### src/shared/ebc_pkg.sv
// shared constants and types for the external bus control block
package ebc_pkg;
	// apb register byte addresses
	localparam logic [7:0] EBC_CTRL_ADDR = 8'h00;
	localparam logic [7:0] EBC_STAT_ADDR = 8'h04;
	// control register fields
	localparam int EBC_WS_LSB     = 0;
	localparam int EBC_WS_W       = 4;
	localparam int EBC_CLOCK_OUTPUT_DISABLE_BIT = 4;
	localparam int EBC_MPMC_BIT   = 5;
	// status register fields; stat_view holds owner at bit 0 and busy at bit 1
	localparam int EBC_ST_BUSY    = 0;
	localparam int EBC_ST_OWNER_B = 1;
	localparam int EBC_ST_EXTMODE = 2;
	localparam int EBC_ST_READY   = 3;
	localparam int EBC_ST_MPMC    = 4;
	localparam int EBC_ST_HOSTRW  = 5;
	// reset values and limits
	localparam logic [3:0] EBC_WS_RESET   = 4'h0;
	localparam logic [3:0] EBC_WS_READY_MIN = 4'h2;
	localparam logic [3:0] EBC_WS_ONE     = 4'h1;
	localparam logic [3:0] EBC_WS_ZERO    = 4'h0;
	localparam logic [31:0] EBC_RD_ZERO   = 32'h0000_0000;
	// strap capture waits until the pins have crossed the synchroniser
	localparam logic [1:0] EBC_INIT_ONE   = 2'h1;
	localparam logic [1:0] EBC_INIT_CAP   = 2'h2;
	localparam logic [1:0] EBC_INIT_END   = 2'h3;
	// synchronised pin inputs, index into the sync vector
	localparam int EBC_SY_READY = 0;
	localparam int EBC_SY_DIR   = 1;
	localparam int EBC_SY_STRB  = 2;
	localparam int EBC_SY_PMODE = 3;
	localparam int EBC_SY_HMUX  = 4;
	localparam int EBC_SY_SEL   = 5;
	localparam int EBC_SY_OFF_N = 6;
	localparam int EBC_SY_W     = 7;

	// one driven pin: level and active-low output enable
	typedef struct packed {
		logic o;
		logic oe_n;
	} ebc_pin_s;

	// access request from the owning core
	typedef struct packed {
		logic req;
		logic write;
		logic io;
		logic dma;
	} ebc_req_s;

	typedef enum logic [1:0] {EBC_IDLE, EBC_ACC, EBC_DONE} ebc_state_e;
endpackage

### src/hdl/ebc_bus_ctrl.sv
// external bus control: wait states, direction, io strobe, owner select, clock out
`timescale 1ns/1ps
// Notes on behaviour
// ready low at check: add cycle, recheck
// ready checked only with two+ wait states
// far device raises ready when done
// direction high, low only during writes
// direction and strobe float when disabled
// only cpu accesses drive io strobe
// dma io space internal, cpu excluded
// select low: subsystem a owns bus
// select high: subsystem b owns bus
// select also picks host port target
// mode bit initialised from three pins
// clock disable bit stops clock output
// clock output floats when disabled
// clock out runs one full period per machine cycle
// host mode: ready pin drives data ready
// host mode: direction pin is input
// host mode: strobe pin is gpio3/timer
// port mode pin low host, high memory
// under two waits, fixed length access
module ebc_bus_ctrl
	import ebc_pkg::*;
(
	// clock and reset
	input  wire logic        clk_sys,
	input  wire logic        rst_n,
	// apb slave
	input  wire logic        psel,
	input  wire logic        penable,
	input  wire logic        pwrite,
	input  wire logic [7:0]  paddr,
	input  wire logic [31:0] pwdata,
	output logic [31:0]      prdata,
	output logic             pready,
	output logic             pslverr,
	// core access request and answer
	input  wire ebc_req_s    acc_i,
	output logic             acc_done,
	output logic             dma_io_sel,
	output logic             acc_busy,
	// mode and owner pins
	input  wire logic        port_mode_pin,
	input  wire logic        host_mux_mode,
	input  wire logic        subsystem_select,
	input  wire logic        emulation_output_disable_n,
	output logic             owner_b,
	output logic             host_target_b,
	output logic             microprocessor_microcomputer_mode,
	// ready pin
	input  wire logic        ready_pin_i,
	output ebc_pin_s         ready_pin,
	// direction pin
	input  wire logic        dir_pin_i,
	output ebc_pin_s         dir_pin,
	output logic             host_rw,
	// io space strobe pin
	input  wire logic        io_strb_pin_i,
	output ebc_pin_s         io_space_strobe,
	output logic             general_io_three_a_in,
	// host port side inputs
	input  wire logic        host_data_ready,
	input  wire logic        general_io_three_a_out,
	input  wire logic        general_io_three_a_drive,
	input  wire logic        timer_output_a,
	input  wire logic        timer_output_a_sel,
	// machine clock output
	output ebc_pin_s         machine_clock_output
);
	logic [1:0]          rst_sync_reg;
	logic                rst_sync_n;
	logic [EBC_SY_W-1:0] sy1_reg;
	logic [EBC_SY_W-1:0] sy2_reg;
	logic [1:0]          init_cnt_reg;
	logic [3:0]          ws_reg;
	logic                clock_output_disable_reg;
	logic                mpmc_reg;
	logic                phase_reg;
	ebc_state_e          state_reg;
	ebc_state_e          state_next;
	logic [3:0]          cnt_reg;
	logic [3:0]          cnt_next;
	logic                wr_reg;
	logic                io_reg;
	logic [31:0]         prdata_reg;
	logic                pready_reg;
	logic                pslverr_reg;
	logic                done_reg;
	logic                dmaio_reg;
	ebc_pin_s            ready_reg;
	ebc_pin_s            dir_reg;
	ebc_pin_s            strb_reg;
	ebc_pin_s            mclk_reg;
	logic                own_b_reg;
	logic                hrw_reg;
	logic                gio_in_reg;

	// reset release through two flops
	always_ff @(posedge clk_sys or negedge rst_n) begin
		if (!rst_n) begin
			rst_sync_reg <= 2'b00;
		end else begin
			rst_sync_reg <= {rst_sync_reg[0], 1'b1};
		end
	end
	assign rst_sync_n = rst_sync_reg[1];

	// every pin input passes two flops; stage one is read only by stage two
	wire [EBC_SY_W-1:0] pins_raw = {emulation_output_disable_n, subsystem_select,
		host_mux_mode, port_mode_pin, io_strb_pin_i, dir_pin_i, ready_pin_i};
	genvar gi;
	generate
		for (gi = 0; gi < EBC_SY_W; gi++) begin : g_sync
			always_ff @(posedge clk_sys or negedge rst_sync_n) begin
				if (!rst_sync_n) begin
					sy1_reg[gi] <= 1'b0;
					sy2_reg[gi] <= 1'b0;
				end else begin
					sy1_reg[gi] <= pins_raw[gi];
					sy2_reg[gi] <= sy1_reg[gi];
				end
			end
		end
	endgenerate

	wire ready_s  = sy2_reg[EBC_SY_READY];
	wire dir_s    = sy2_reg[EBC_SY_DIR];
	wire strb_s   = sy2_reg[EBC_SY_STRB];
	wire ext_mode = sy2_reg[EBC_SY_PMODE];
	wire hmux_s   = sy2_reg[EBC_SY_HMUX];
	wire sel_b    = sy2_reg[EBC_SY_SEL];
	wire pins_on  = sy2_reg[EBC_SY_OFF_N];

	// initial mode bit from the strap combination; external memory with
	// nonmultiplexed host pins and select low boots from off-chip memory
	function automatic logic mpmc_strap(input logic pm, input logic hm, input logic sl);
		mpmc_strap = pm & ~hm & ~sl;
	endfunction

	// apb decode
	wire apb_setup = psel & ~penable;
	wire apb_xfer  = psel & penable & pready_reg;
	wire hit_ctrl  = (paddr == EBC_CTRL_ADDR);
	wire hit_stat  = (paddr == EBC_STAT_ADDR);
	wire hit_any   = hit_ctrl | hit_stat;
	wire wr_ctrl   = apb_xfer & pwrite & hit_ctrl;

	wire [31:0] ctrl_view = {26'h000_0000, mpmc_reg, clock_output_disable_reg, ws_reg};
	wire [31:0] stat_view = {26'h000_0000, hrw_reg, mpmc_reg, ready_s,
		ext_mode, acc_busy, own_b_reg};
	wire [31:0] rd_mux = hit_ctrl ? ctrl_view : (hit_stat ? stat_view : EBC_RD_ZERO);

	// pready raised for exactly one cycle: slave answers in the first access cycle
	always_ff @(posedge clk_sys or negedge rst_sync_n) begin
		if (!rst_sync_n) begin
			pready_reg  <= 1'b0;
			pslverr_reg <= 1'b0;
			prdata_reg  <= EBC_RD_ZERO;
		end else begin
			pready_reg  <= apb_setup;
			pslverr_reg <= apb_setup & ~hit_any;
			prdata_reg  <= (apb_setup & ~pwrite) ? rd_mux : EBC_RD_ZERO;
		end
	end

	// control register; mode bit caught once the strap pins have passed the
	// synchroniser, so a raw pin never feeds logic directly
	always_ff @(posedge clk_sys or negedge rst_sync_n) begin
		if (!rst_sync_n) begin
			ws_reg       <= EBC_WS_RESET;
			clock_output_disable_reg   <= 1'b0;
			mpmc_reg     <= 1'b0;
			init_cnt_reg <= '0;
		end else begin
			if (init_cnt_reg != EBC_INIT_END) begin
				init_cnt_reg <= init_cnt_reg + EBC_INIT_ONE;
			end
			if (init_cnt_reg == EBC_INIT_CAP) begin
				mpmc_reg <= mpmc_strap(ext_mode, hmux_s, sel_b);
			end else if (wr_ctrl) begin
				mpmc_reg <= pwdata[EBC_MPMC_BIT];
			end
			if (wr_ctrl) begin
				ws_reg     <= pwdata[EBC_WS_LSB +: EBC_WS_W];
				clock_output_disable_reg <= pwdata[EBC_CLOCK_OUTPUT_DISABLE_BIT];
			end
		end
	end

	// machine cycle is two clk_sys cycles: clock out low then high, so
	// its falling edges bound each machine cycle
	always_ff @(posedge clk_sys or negedge rst_sync_n) begin
		if (!rst_sync_n) begin
			phase_reg <= 1'b0;
		end else begin
			phase_reg <= ~phase_reg;
		end
	end
	wire mc_tick = phase_reg;

	// access sequencer, steps once per machine cycle
	wire ready_checked = (ws_reg >= EBC_WS_READY_MIN);
	wire ext_start = acc_i.req & ext_mode & ~(acc_i.io & acc_i.dma);
	wire dma_start = acc_i.req & acc_i.io & acc_i.dma;
	wire last_cyc  = (cnt_reg == EBC_WS_ZERO);
	// under two wait states the ready level is never looked at
	wire hold_ext  = ready_checked & ~ready_s;

	always_comb begin
		state_next = state_reg;
		cnt_next   = cnt_reg;
		case (state_reg)
			EBC_IDLE: begin
				if (ext_start) begin
					state_next = EBC_ACC;
					cnt_next   = ws_reg;
				end else if (dma_start) begin
					state_next = EBC_DONE;
				end
			end
			EBC_ACC: begin
				if (!last_cyc) begin
					cnt_next = cnt_reg - EBC_WS_ONE;
				end else if (!hold_ext) begin
					state_next = EBC_DONE;
				end
			end
			EBC_DONE: begin
				state_next = EBC_IDLE;
			end
			default: begin
				state_next = EBC_IDLE;
			end
		endcase
	end

	always_ff @(posedge clk_sys or negedge rst_sync_n) begin
		if (!rst_sync_n) begin
			state_reg <= EBC_IDLE;
			cnt_reg   <= EBC_WS_ZERO;
			wr_reg    <= 1'b0;
			io_reg    <= 1'b0;
			done_reg  <= 1'b0;
			dmaio_reg <= 1'b0;
		end else begin
			done_reg  <= mc_tick & (state_reg == EBC_DONE);
			dmaio_reg <= mc_tick & (state_reg == EBC_IDLE) & dma_start;
			if (mc_tick) begin
				state_reg <= state_next;
				cnt_reg   <= cnt_next;
				if (state_reg == EBC_IDLE) begin
					wr_reg <= acc_i.write;
					io_reg <= acc_i.io & ~acc_i.dma;
				end
			end
		end
	end

	wire in_acc = (state_reg == EBC_ACC);

	// pin drive; off input floats the direction, strobe and clock pins
	wire gio_val = timer_output_a_sel ? timer_output_a : general_io_three_a_out;
	always_ff @(posedge clk_sys or negedge rst_sync_n) begin
		if (!rst_sync_n) begin
			ready_reg  <= '{o: 1'b0, oe_n: 1'b1};
			dir_reg    <= '{o: 1'b1, oe_n: 1'b1};
			strb_reg   <= '{o: 1'b1, oe_n: 1'b1};
			mclk_reg   <= '{o: 1'b1, oe_n: 1'b1};
			own_b_reg  <= 1'b0;
			hrw_reg    <= 1'b1;
			gio_in_reg <= 1'b0;
		end else begin
			own_b_reg <= sel_b;
			if (ext_mode) begin
				ready_reg <= '{o: 1'b0, oe_n: 1'b1};
				dir_reg.o <= ~(in_acc & wr_reg);
				dir_reg.oe_n <= ~pins_on;
				strb_reg.o <= ~(in_acc & io_reg);
				strb_reg.oe_n <= ~pins_on;
			end else begin
				ready_reg <= '{o: host_data_ready, oe_n: 1'b0};
				dir_reg   <= '{o: 1'b1, oe_n: 1'b1};
				strb_reg.o <= gio_val;
				strb_reg.oe_n <= ~(pins_on & general_io_three_a_drive & ~hmux_s);
			end
			hrw_reg    <= dir_s;
			gio_in_reg <= strb_s;
			// clock held high when stopped so no runt low pulse escapes
			mclk_reg.o    <= clock_output_disable_reg ? 1'b1 : ~phase_reg;
			mclk_reg.oe_n <= ~pins_on;
		end
	end

	// host port has no bus access here; in host mode only dma io requests complete, others wait
	always_ff @(posedge clk_sys or negedge rst_sync_n) begin
		if (!rst_sync_n) begin
			acc_busy <= 1'b0;
		end else begin
			acc_busy <= (state_next != EBC_IDLE) | (state_reg != EBC_IDLE);
		end
	end

	assign prdata                = prdata_reg;
	assign pready                = pready_reg;
	assign pslverr               = pslverr_reg;
	assign acc_done              = done_reg;
	assign dma_io_sel            = dmaio_reg;
	assign owner_b               = own_b_reg;
	assign host_target_b         = own_b_reg;
	assign microprocessor_microcomputer_mode = mpmc_reg;
	assign ready_pin             = ready_reg;
	assign dir_pin               = dir_reg;
	assign host_rw               = hrw_reg;
	assign io_space_strobe       = strb_reg;
	assign general_io_three_a_in = gio_in_reg;
	assign machine_clock_output  = mclk_reg;
endmodule // ebc_bus_ctrl

### config.mk
export PLATFORM = sky130hd
export DESIGN_NAME = ebc_bus_ctrl
export DESIGN_NICKNAME = d
export VERILOG_FILES = /design/src/shared/ebc_pkg.sv /design/src/hdl/ebc_bus_ctrl.sv
export SDC_FILE = /design/constraint.sdc
export NUM_CORES = 1
export LEC_CHECK = 0
export BUFFER_PORTS_ARGS = -buffer_cell sky130_fd_sc_hd__buf_2
export CAP_MARGIN = 10
export CORE_ASPECT_RATIO = 1.2
export CORE_MARGIN = 5
export CORE_UTILIZATION = 47
export CTS_BUF_LIST = sky130_fd_sc_hd__clkbuf_16
export DETAILED_ROUTE_END_ITERATION = 8
export GPL_TIMING_DRIVEN = 0
export PLACE_DENSITY = 0.81
export SETUP_SLACK_MARGIN = 0.05
export SLEW_MARGIN = 20
export SYNTH_ARGS = -nofsm -noshare
export SYNTH_HDL_FRONTEND = slang
export SYNTH_SLANG_ARGS = --single-unit
### constraint.sdc
create_clock -name clk_sys -period 4.89 [get_ports clk_sys]
set_input_delay 0.978 -clock clk_sys [delete_from_list [all_inputs] [get_ports clk_sys]]
set_output_delay 0.978 -clock clk_sys [all_outputs]
set_load 0.03 [all_outputs]
After elaboration in Yosys (flattened, before gate mapping):

Cells that the tools add are included.

* add/subtract/negate cells: 2
* $mul: 0
* divide/modulo/power cells: 0
* $lt $le $gt $ge: 1
* equal/unequal tests: 7
* shifts and indexed selects: 0
* muxes and demuxes: 18
* bitwise gates (word level): 38
* reductions and logical operators: 9

Operators with widths (number)
* AND 1 bit: 23
* two-way mux 6 bit: 3
* two-way mux 2 bit: 7
* inverter 1 bit: 13
* equality test 8 x 3 -> 1 bit (second input constant): 1
* logical NOT 8 bit: 1
* two-way mux 4 bit: 2
* one-hot mux 4 bit (2 select lines): 1
* nonzero test 2 bit: 4
* inequality test 2 bit (second input constant): 3
* equality test 2 bit (second input constant): 2
* greater-or-equal comparator 4 x 2 -> 1 bit (second input constant): 1
* logical NOT 4 bit: 1
* two-way mux 1 bit: 4
* one-hot mux 2 bit (2 select lines): 1
* AND reduction 4 bit: 1
* subtractor 4 x 1 -> 4 bit (second input constant): 1
* adder 2 x 1 -> 2 bit (second input constant): 1
* equality test 2 x 1 -> 1 bit (second input constant): 1
* logical NOT 2 bit: 1
* bitwise OR 1 bit: 2
* AND reduction 2 bit: 1

* register bits after elaboration: 55
* bits in latches: 0
* bits in writable memories: 0
* ROM bits: 0
* input port bits: 61
* output and inout port bits: 50
* memories: 0

Depth between registers and ports, before layout:

Gate-level depths: netlist of the first run.

* word-level depth: 7
* mapped depth: 6
* depth with buffers taken out: 6

Worst setup path after synthesis of the first run:

Ideal clock, no wire load.

* path kind: input-to-reg
* from: in paddr[2]
* to: reg clock_output_disable_reg
* setup time: 125 ps
* arrival: 1896 ps
* data required time: 4765 ps
* path slack: 2870 ps
* stages on the path: 4
* buffers on the path: 1
* path through: buf_2 -> and4b_1 -> nand4_2 -> mux2_2

* longest elaborated chain between the ends: 2

Ends and longest elaborated chain
* start, declared: line ebc_bus_ctrl.sv:33 `input wire logic [7:0] paddr,`
* logical NOT 8 bit: line ebc_bus_ctrl.sv:144 `wire hit_ctrl = (paddr == EBC_CTRL_ADDR);`
* AND 1 bit: line ebc_bus_ctrl.sv:147 `wire wr_ctrl = apb_xfer & pwrite & hit_ctrl;`
* end signal, assigned: line ebc_bus_ctrl.sv:186 `clock_output_disable_reg <= pwdata[EBC_CLOCK_OUTPUT_DISABLE_BIT];`
* end, declared: line ebc_bus_ctrl.sv:77 `logic clock_output_disable_reg;`

Every way passes these cells.
A chain may end at the register's enable or synchronous reset.

Final worst setup path of the first run:

* from: reg hrw_reg, in the netlist host_rw
* to: out host_rw

RTL lines
* start, declared: line ebc_bus_ctrl.sv:96 `logic hrw_reg;`
* start signal, assigned: line ebc_bus_ctrl.sv:287 `hrw_reg <= dir_s;`
* end, declared: line ebc_bus_ctrl.sv:57 `output logic host_rw,`

No word-level cell between the ends.

==> impl_metrics.ini, run 1 <==
[logic_synthesis]
synth-simple-area-share = 0.120
synth-edff-count = 0
netlist.area_leader.share = 0.517
synth_xor_area_frac = 0.00385
yosysTopAreaCell = dfrtp_1
syn_area_mm2 = 0.00227
syn_avg_cell_area_um2 = 12.4
synth_top_family_by_area = simple AND/OR/NAND/NOR gates
yosys_most_used_dff = dfrtp_1
async_flop_share = 1.00
synth.area.top_cells = dfrtp_1, dfstp_2, buf_4
synthAdderAreaFrac = 0.0220
ys_seq_area_frac = 0.610
synth.distinct_cells = 39
synth_compound_area_frac = 0.0622
muxShareOfSynthArea = 0.0693
yosys_warnings = 0
ys_ff_latch = 55
postSynthCellCount = 184

[clocking]
cts_made_buffers = 5
cts_tree = done
root_buffer = clkbuf_16
cts_sinks = 55
clkLatencyLatePin_ns = 0.29
ctsHtreeMaxLevel = 2
cts_resized = 0
clk_pin_slew_ns = 0.07
cts_hold_buf = 0
clk_path_buf_depth = 2
post-cts-setup-buffers = 0

[timing]
post-route-period-util = 0.406
tns_ns = 0
relSlewSlack = 0.532
fin_crit_ns = 1.99
drv_slew = 0
fin_ws_ns = 2.90
skew_ns = 0.00483
rsz0062_at_grt = false
fmax_ghz = 0.504
setup_viol = 0
max_slew.worst_pin.slew_ns = 0.702
final_hold_viol_count = 0

[grt]
antenna_found_initial = 0
grt_start_max_net_pins = 33
grt_pass1_vias = 1588
grt_pass1_wl_um = 6890
grt_usage = 0.142
gr-total-overflow = 0

[pwr]
peakVddDrop_mv = 0.257
seq_power_share = 0.481
p_sw_w = 0.000342
p_int_w = 0.000793
leakage_nw = 1.51
p_clk_frac = 0.301
combPwrFrac = 0.218
p_per_area_mw_per_mm2 = 392
p_sw_frac = 0.301

[finish]
final_common_cell = buf_2
area_growth_syn_to_layout_pct = 27.5
antenna-diode-count = 0
stdcell_count = 333
final_cell_mix = buf_2, dfrtp_1, buf_4, conb_1, nor2_1
largest_reg_flops = 7
drive_gt1_frac = 0.418
nets = 339

[placed_design]
routabilityCongestion = 0.845
dp.cells = 325
numPortBuffers = 57
dpl.hpwl_um = 3280
dpl_worst_slack_ns = 2.59

[detailed_routing]
route.detailed.drc = 0
vias = 1535
routed-wl-met3_um = 330
antenna_left = 0
drtPass1Iterations = 4
wl_um = 4100
drt_iter0_markers = 54
wl_met2_um = 2210
wl_met1_um = 1470
wire_per_inst_um = 12.3
drt-vias-per-instance = 4.61
top_layer = met4

[die]
core-area_mm2 = 0.00463
rows = 27
die_w_um = 73.5
start_util = 0.491
top_level_ports = 111
fp.dieH_um = 86.2
die-area_mm2 = 0.00633

[worst_setup_path]
end_kind = output port
crit_family = flip-flops
critPathKind = reg2out
crit_required_ns = 3.91
crit_arrival_ns = 1.01
cp_max_fo = 2
start_kind = register
cpPeakStageDelay_ns = 0.53
reg2reg_slack_ns = 3.27
cp_cell_sequence = buf_2
critPathBufInv = 1
crit_slowest_cell = dfstp_2

[outcome]
status = completed

[min_path]
hp-class = reg2async

[job]
drv_cap = 0
==> path summary, 6_finish.rpt <==
kind,from,end,depth (start not counted)
worst max-delay path,host_rw,host_rw,1
worst min-delay path,rst_sync_reg[1],dma_io_sel,0
min in group clk_sys,sy1_reg[0],ready_s,0
worst min register to register,rst_sync_reg[1],dma_io_sel,0
max in group asynchronous,rst_sync_reg[1],host_rw,1
worst max register to register,cnt_reg[0],cnt_reg[0],6
==> synth_stat cells (3+ instances only) <==
library cell / number
buf_4: 27
nand2_1: 6
nor2_1: 15
nand2b_1: 3
mux2_2: 6
dfstp_2: 8
dfrtp_1: 47
nor2b_1: 4
nor3_1: 5
a21oi_1: 4
inv_1: 9
mux2i_1: 9
nand3_1: 3
ha_1: 4
o21ai_0: 6
==> power by group through the flow <==
stage          Combinational [W]  Sequential, W  Clock (W)
2_1_floorplan           0.000153       0.000582          0
3_3_place_gp            0.000238       0.000555          0
4_1_cts                 0.000249       0.000547   0.000351
3_5_place_dp            0.000248       0.000555          0
6_report                0.000248       0.000546   0.000342
5_1_grt                 0.000274       0.000554   0.000368
==> routing by layer <==
layer  vias up  GRT usage
met5         -          0
met4         0     0.0577
met3        12     0.0568
met2        57      0.244
met1       725      0.153
li1        741          -
==> final cells by class <==
type,instances,area [um^2]
Clock inverter,3,20.0
Sequential cell,55,1390
Buffer,30,215
Multi-Input combinational cell,115,732
Fill cell,382,1730
Timing Repair Buffer,58,313
Tap cell,58,72.6
Clock buffer,5,125
Inverter,9,33.8
==> per-stage QoR <==
step	util	power (W)	area [um^2]	hold slack [ns]
after global placement	0.589	0.000793	2730	0.332
after CTS	0.626	0.00115	2900	0.350
final	0.626	0.00114	2900	0.321
after detailed placement	0.595	0.000803	2750	0.336
after global routing	0.626	0.00120	2900	0.359
after floorplan	-	0.000734	2370	0.331
==> kinds of logic after synthesis <==
group | after synthesis
AND/OR/NAND/NOR | 47
XOR/XNOR | 1
adder cells (fa/ha/maj) | 4
buffers and inverters | 39
other | 2
multiplexers | 15
flip-flops | 55
AO/OA/AOI/OAI | 21
(Power assumes the default switching activity.)
==> inputs of run 2 (changes only) <==
CORE_UTILIZATION = 45   (was 47)
PLACE_DENSITY = 0.78   (was 0.81)
clock period = 2 ns   (was 4.89 ns; I/O delays follow)
==> impl_metrics.ini, run 2 (synthesis results as in run 1) <==
[outcome]
status = completed

[detailed_routing]
wire_per_inst_um = 12.7
drt-vias-per-instance = 4.50
wl_um = 4270
vias = 1513
drt_iter0_markers = 80
antenna_left = 0
route.detailed.drc = 0
drtPass1Iterations = 4

[finish]
final_cell_mix = buf_2, dfrtp_1, buf_4, conb_1, nor2_1
antenna-diode-count = 0
drive_gt1_frac = 0.417
nets = 340
fillers = 428
stdcell_count = 336
fin_util = 0.594
final_common_cell = buf_2
area_growth_syn_to_layout_pct = 28.2
largest_reg_flops = 7

[die]
rows = 28
core-area_mm2 = 0.00490
top_level_ports = 111
fp.dieH_um = 87.9
start_util = 0.464
die-area_mm2 = 0.00658
die_w_um = 74.9

[worst_setup_path]
crit_required_ns = 2.21
critPathKind = reg2reg
start_kind = register
cpPeakStageDelay_ns = 0.42
end_kind = register
cp_max_fo = 5
cp_cell_sequence = inv_1, ha_1, nor4bb_1, or2_4, or4_4, o211ai_2
crit_arrival_ns = 1.84
crit_slowest_cell = or4_4

[placed_design]
routabilityCongestion = 0.883
numPortBuffers = 57
dpl.hpwl_um = 3390
dp.cells = 327

[grt]
grt_usage = 0.139
antenna_found_initial = 0
grt_pass1_wl_um = 6850
grt_start_max_net_pins = 32
grt_pass1_vias = 1564
gr-total-overflow = 0

[job]
drv_cap = 0

[clocking]
cts_tree = done
cts_resized = 0
clk_pin_slew_ns = 0.07
ctsHtreeMaxLevel = 2
clkLatencyLatePin_ns = 0.29
post-cts-setup-buffers = 0
cts_sinks = 55
root_buffer = clkbuf_16
cts_hold_buf = 1
cts_made_buffers = 5
clk_path_buf_depth = 2

[pwr]
p_per_area_mw_per_mm2 = 962
peakVddDrop_mv = 0.445
leakage_nw = 1.52

[min_path]
hp-class = in2reg

[timing]
setup_viol = 0
rsz0062_at_grt = false
final_hold_viol_count = 0
post-route-period-util = 0.816
drv_slew = 0
max_slew.worst_pin.slew_ns = 0.711
skew_ns = 0.00706
fmax_ghz = 0.613
fin_crit_ns = 1.63
relSlewSlack = 0.526
-- run 2: cell count changes in the layout (fill, tap and decap cells not counted) --
cell / delta
clkinvlp_4: -2
dlygate4sd3_1: +1
inv_6: +2
-- run 2: layout make-up --
cell class / count / area [um^2] / share of cell area
flip-flops and latches: 55 / 1390 / 0.476
clock inverters: 3 / 22.5 / 0.00773
well taps: 60 / 75.1 / 0.0258
plain buffers: 30 / 215 / 0.0739
multi-input cells: 115 / 732 / 0.251
repair buffers: 59 / 323 / 0.111
clock buffers: 5 / 125 / 0.0429
inverters: 9 / 33.8 / 0.0116
-- run 2: power by group --
part	switching, W	internal (W)	total, W
Clock	0.000386	0.000471	0.000856
Combinational	0.000373	0.000235	0.000609
Sequential	0.0000920	0.00124	0.00134
-- run 2: path summary, 6_finish.rpt --
path	endpoint	slack, ns	startpoint	depth (start not counted)
max reg2reg	cnt_reg[0]	0.37	cnt_reg[0]	6
max in group asynchronous	ready_pin[0]	1.04	rst_sync_reg[1]	1
min in group asynchronous	init_cnt_reg[1]	0.33	rst_sync_reg[1]	0
min reg2reg	init_cnt_reg[1]	0.33	rst_sync_reg[1]	0
max	cnt_reg[0]	0.37	cnt_reg[0]	6
min	sy1_reg[4]	0.21	host_mux_mode	1
-- run 2: per-layer routing --
| metal | GRT usage | vias up | share of wire |
|---|---|---|---|
| met3 | 0.0448 | 7 | 0.077 |
| met5 | 0 | - | 0 |
| met1 | 0.152 | 706 | 0.38 |
| li1 | - | 747 | - |
| met2 | 0.239 | 53 | 0.52 |
| met4 | 0.0680 | 0 | 0.024 |
-- run 2: worst max-delay path, delay by kind of cell, from the launching register on --
family / cells / cell delay [ns]
AOI/OAI and AO/OA: 1 / 0.08
adders and majority gates: 1 / 0.20
buffers and inverters: 1 / 0.09
DFF: 1 / 0.38
and+or+nand+nor: 3 / 0.80
-- run 2: metrics by stage --
stage                     worst slack (ns)  TNS [ns]  total power [W]  cell area, um^2  hold WS, ns
after detailed placement             0.306         0          0.00196             2760        0.189
after CTS                            0.370         0          0.00283             2910        0.205
after global placement              -0.151     -6.70          0.00194             2730        0.186
after floorplan                      0.369         0          0.00180             2370        0.104
after global routing                 0.279         0          0.00294             2910        0.199
final                                0.368         0          0.00280             2910        0.209
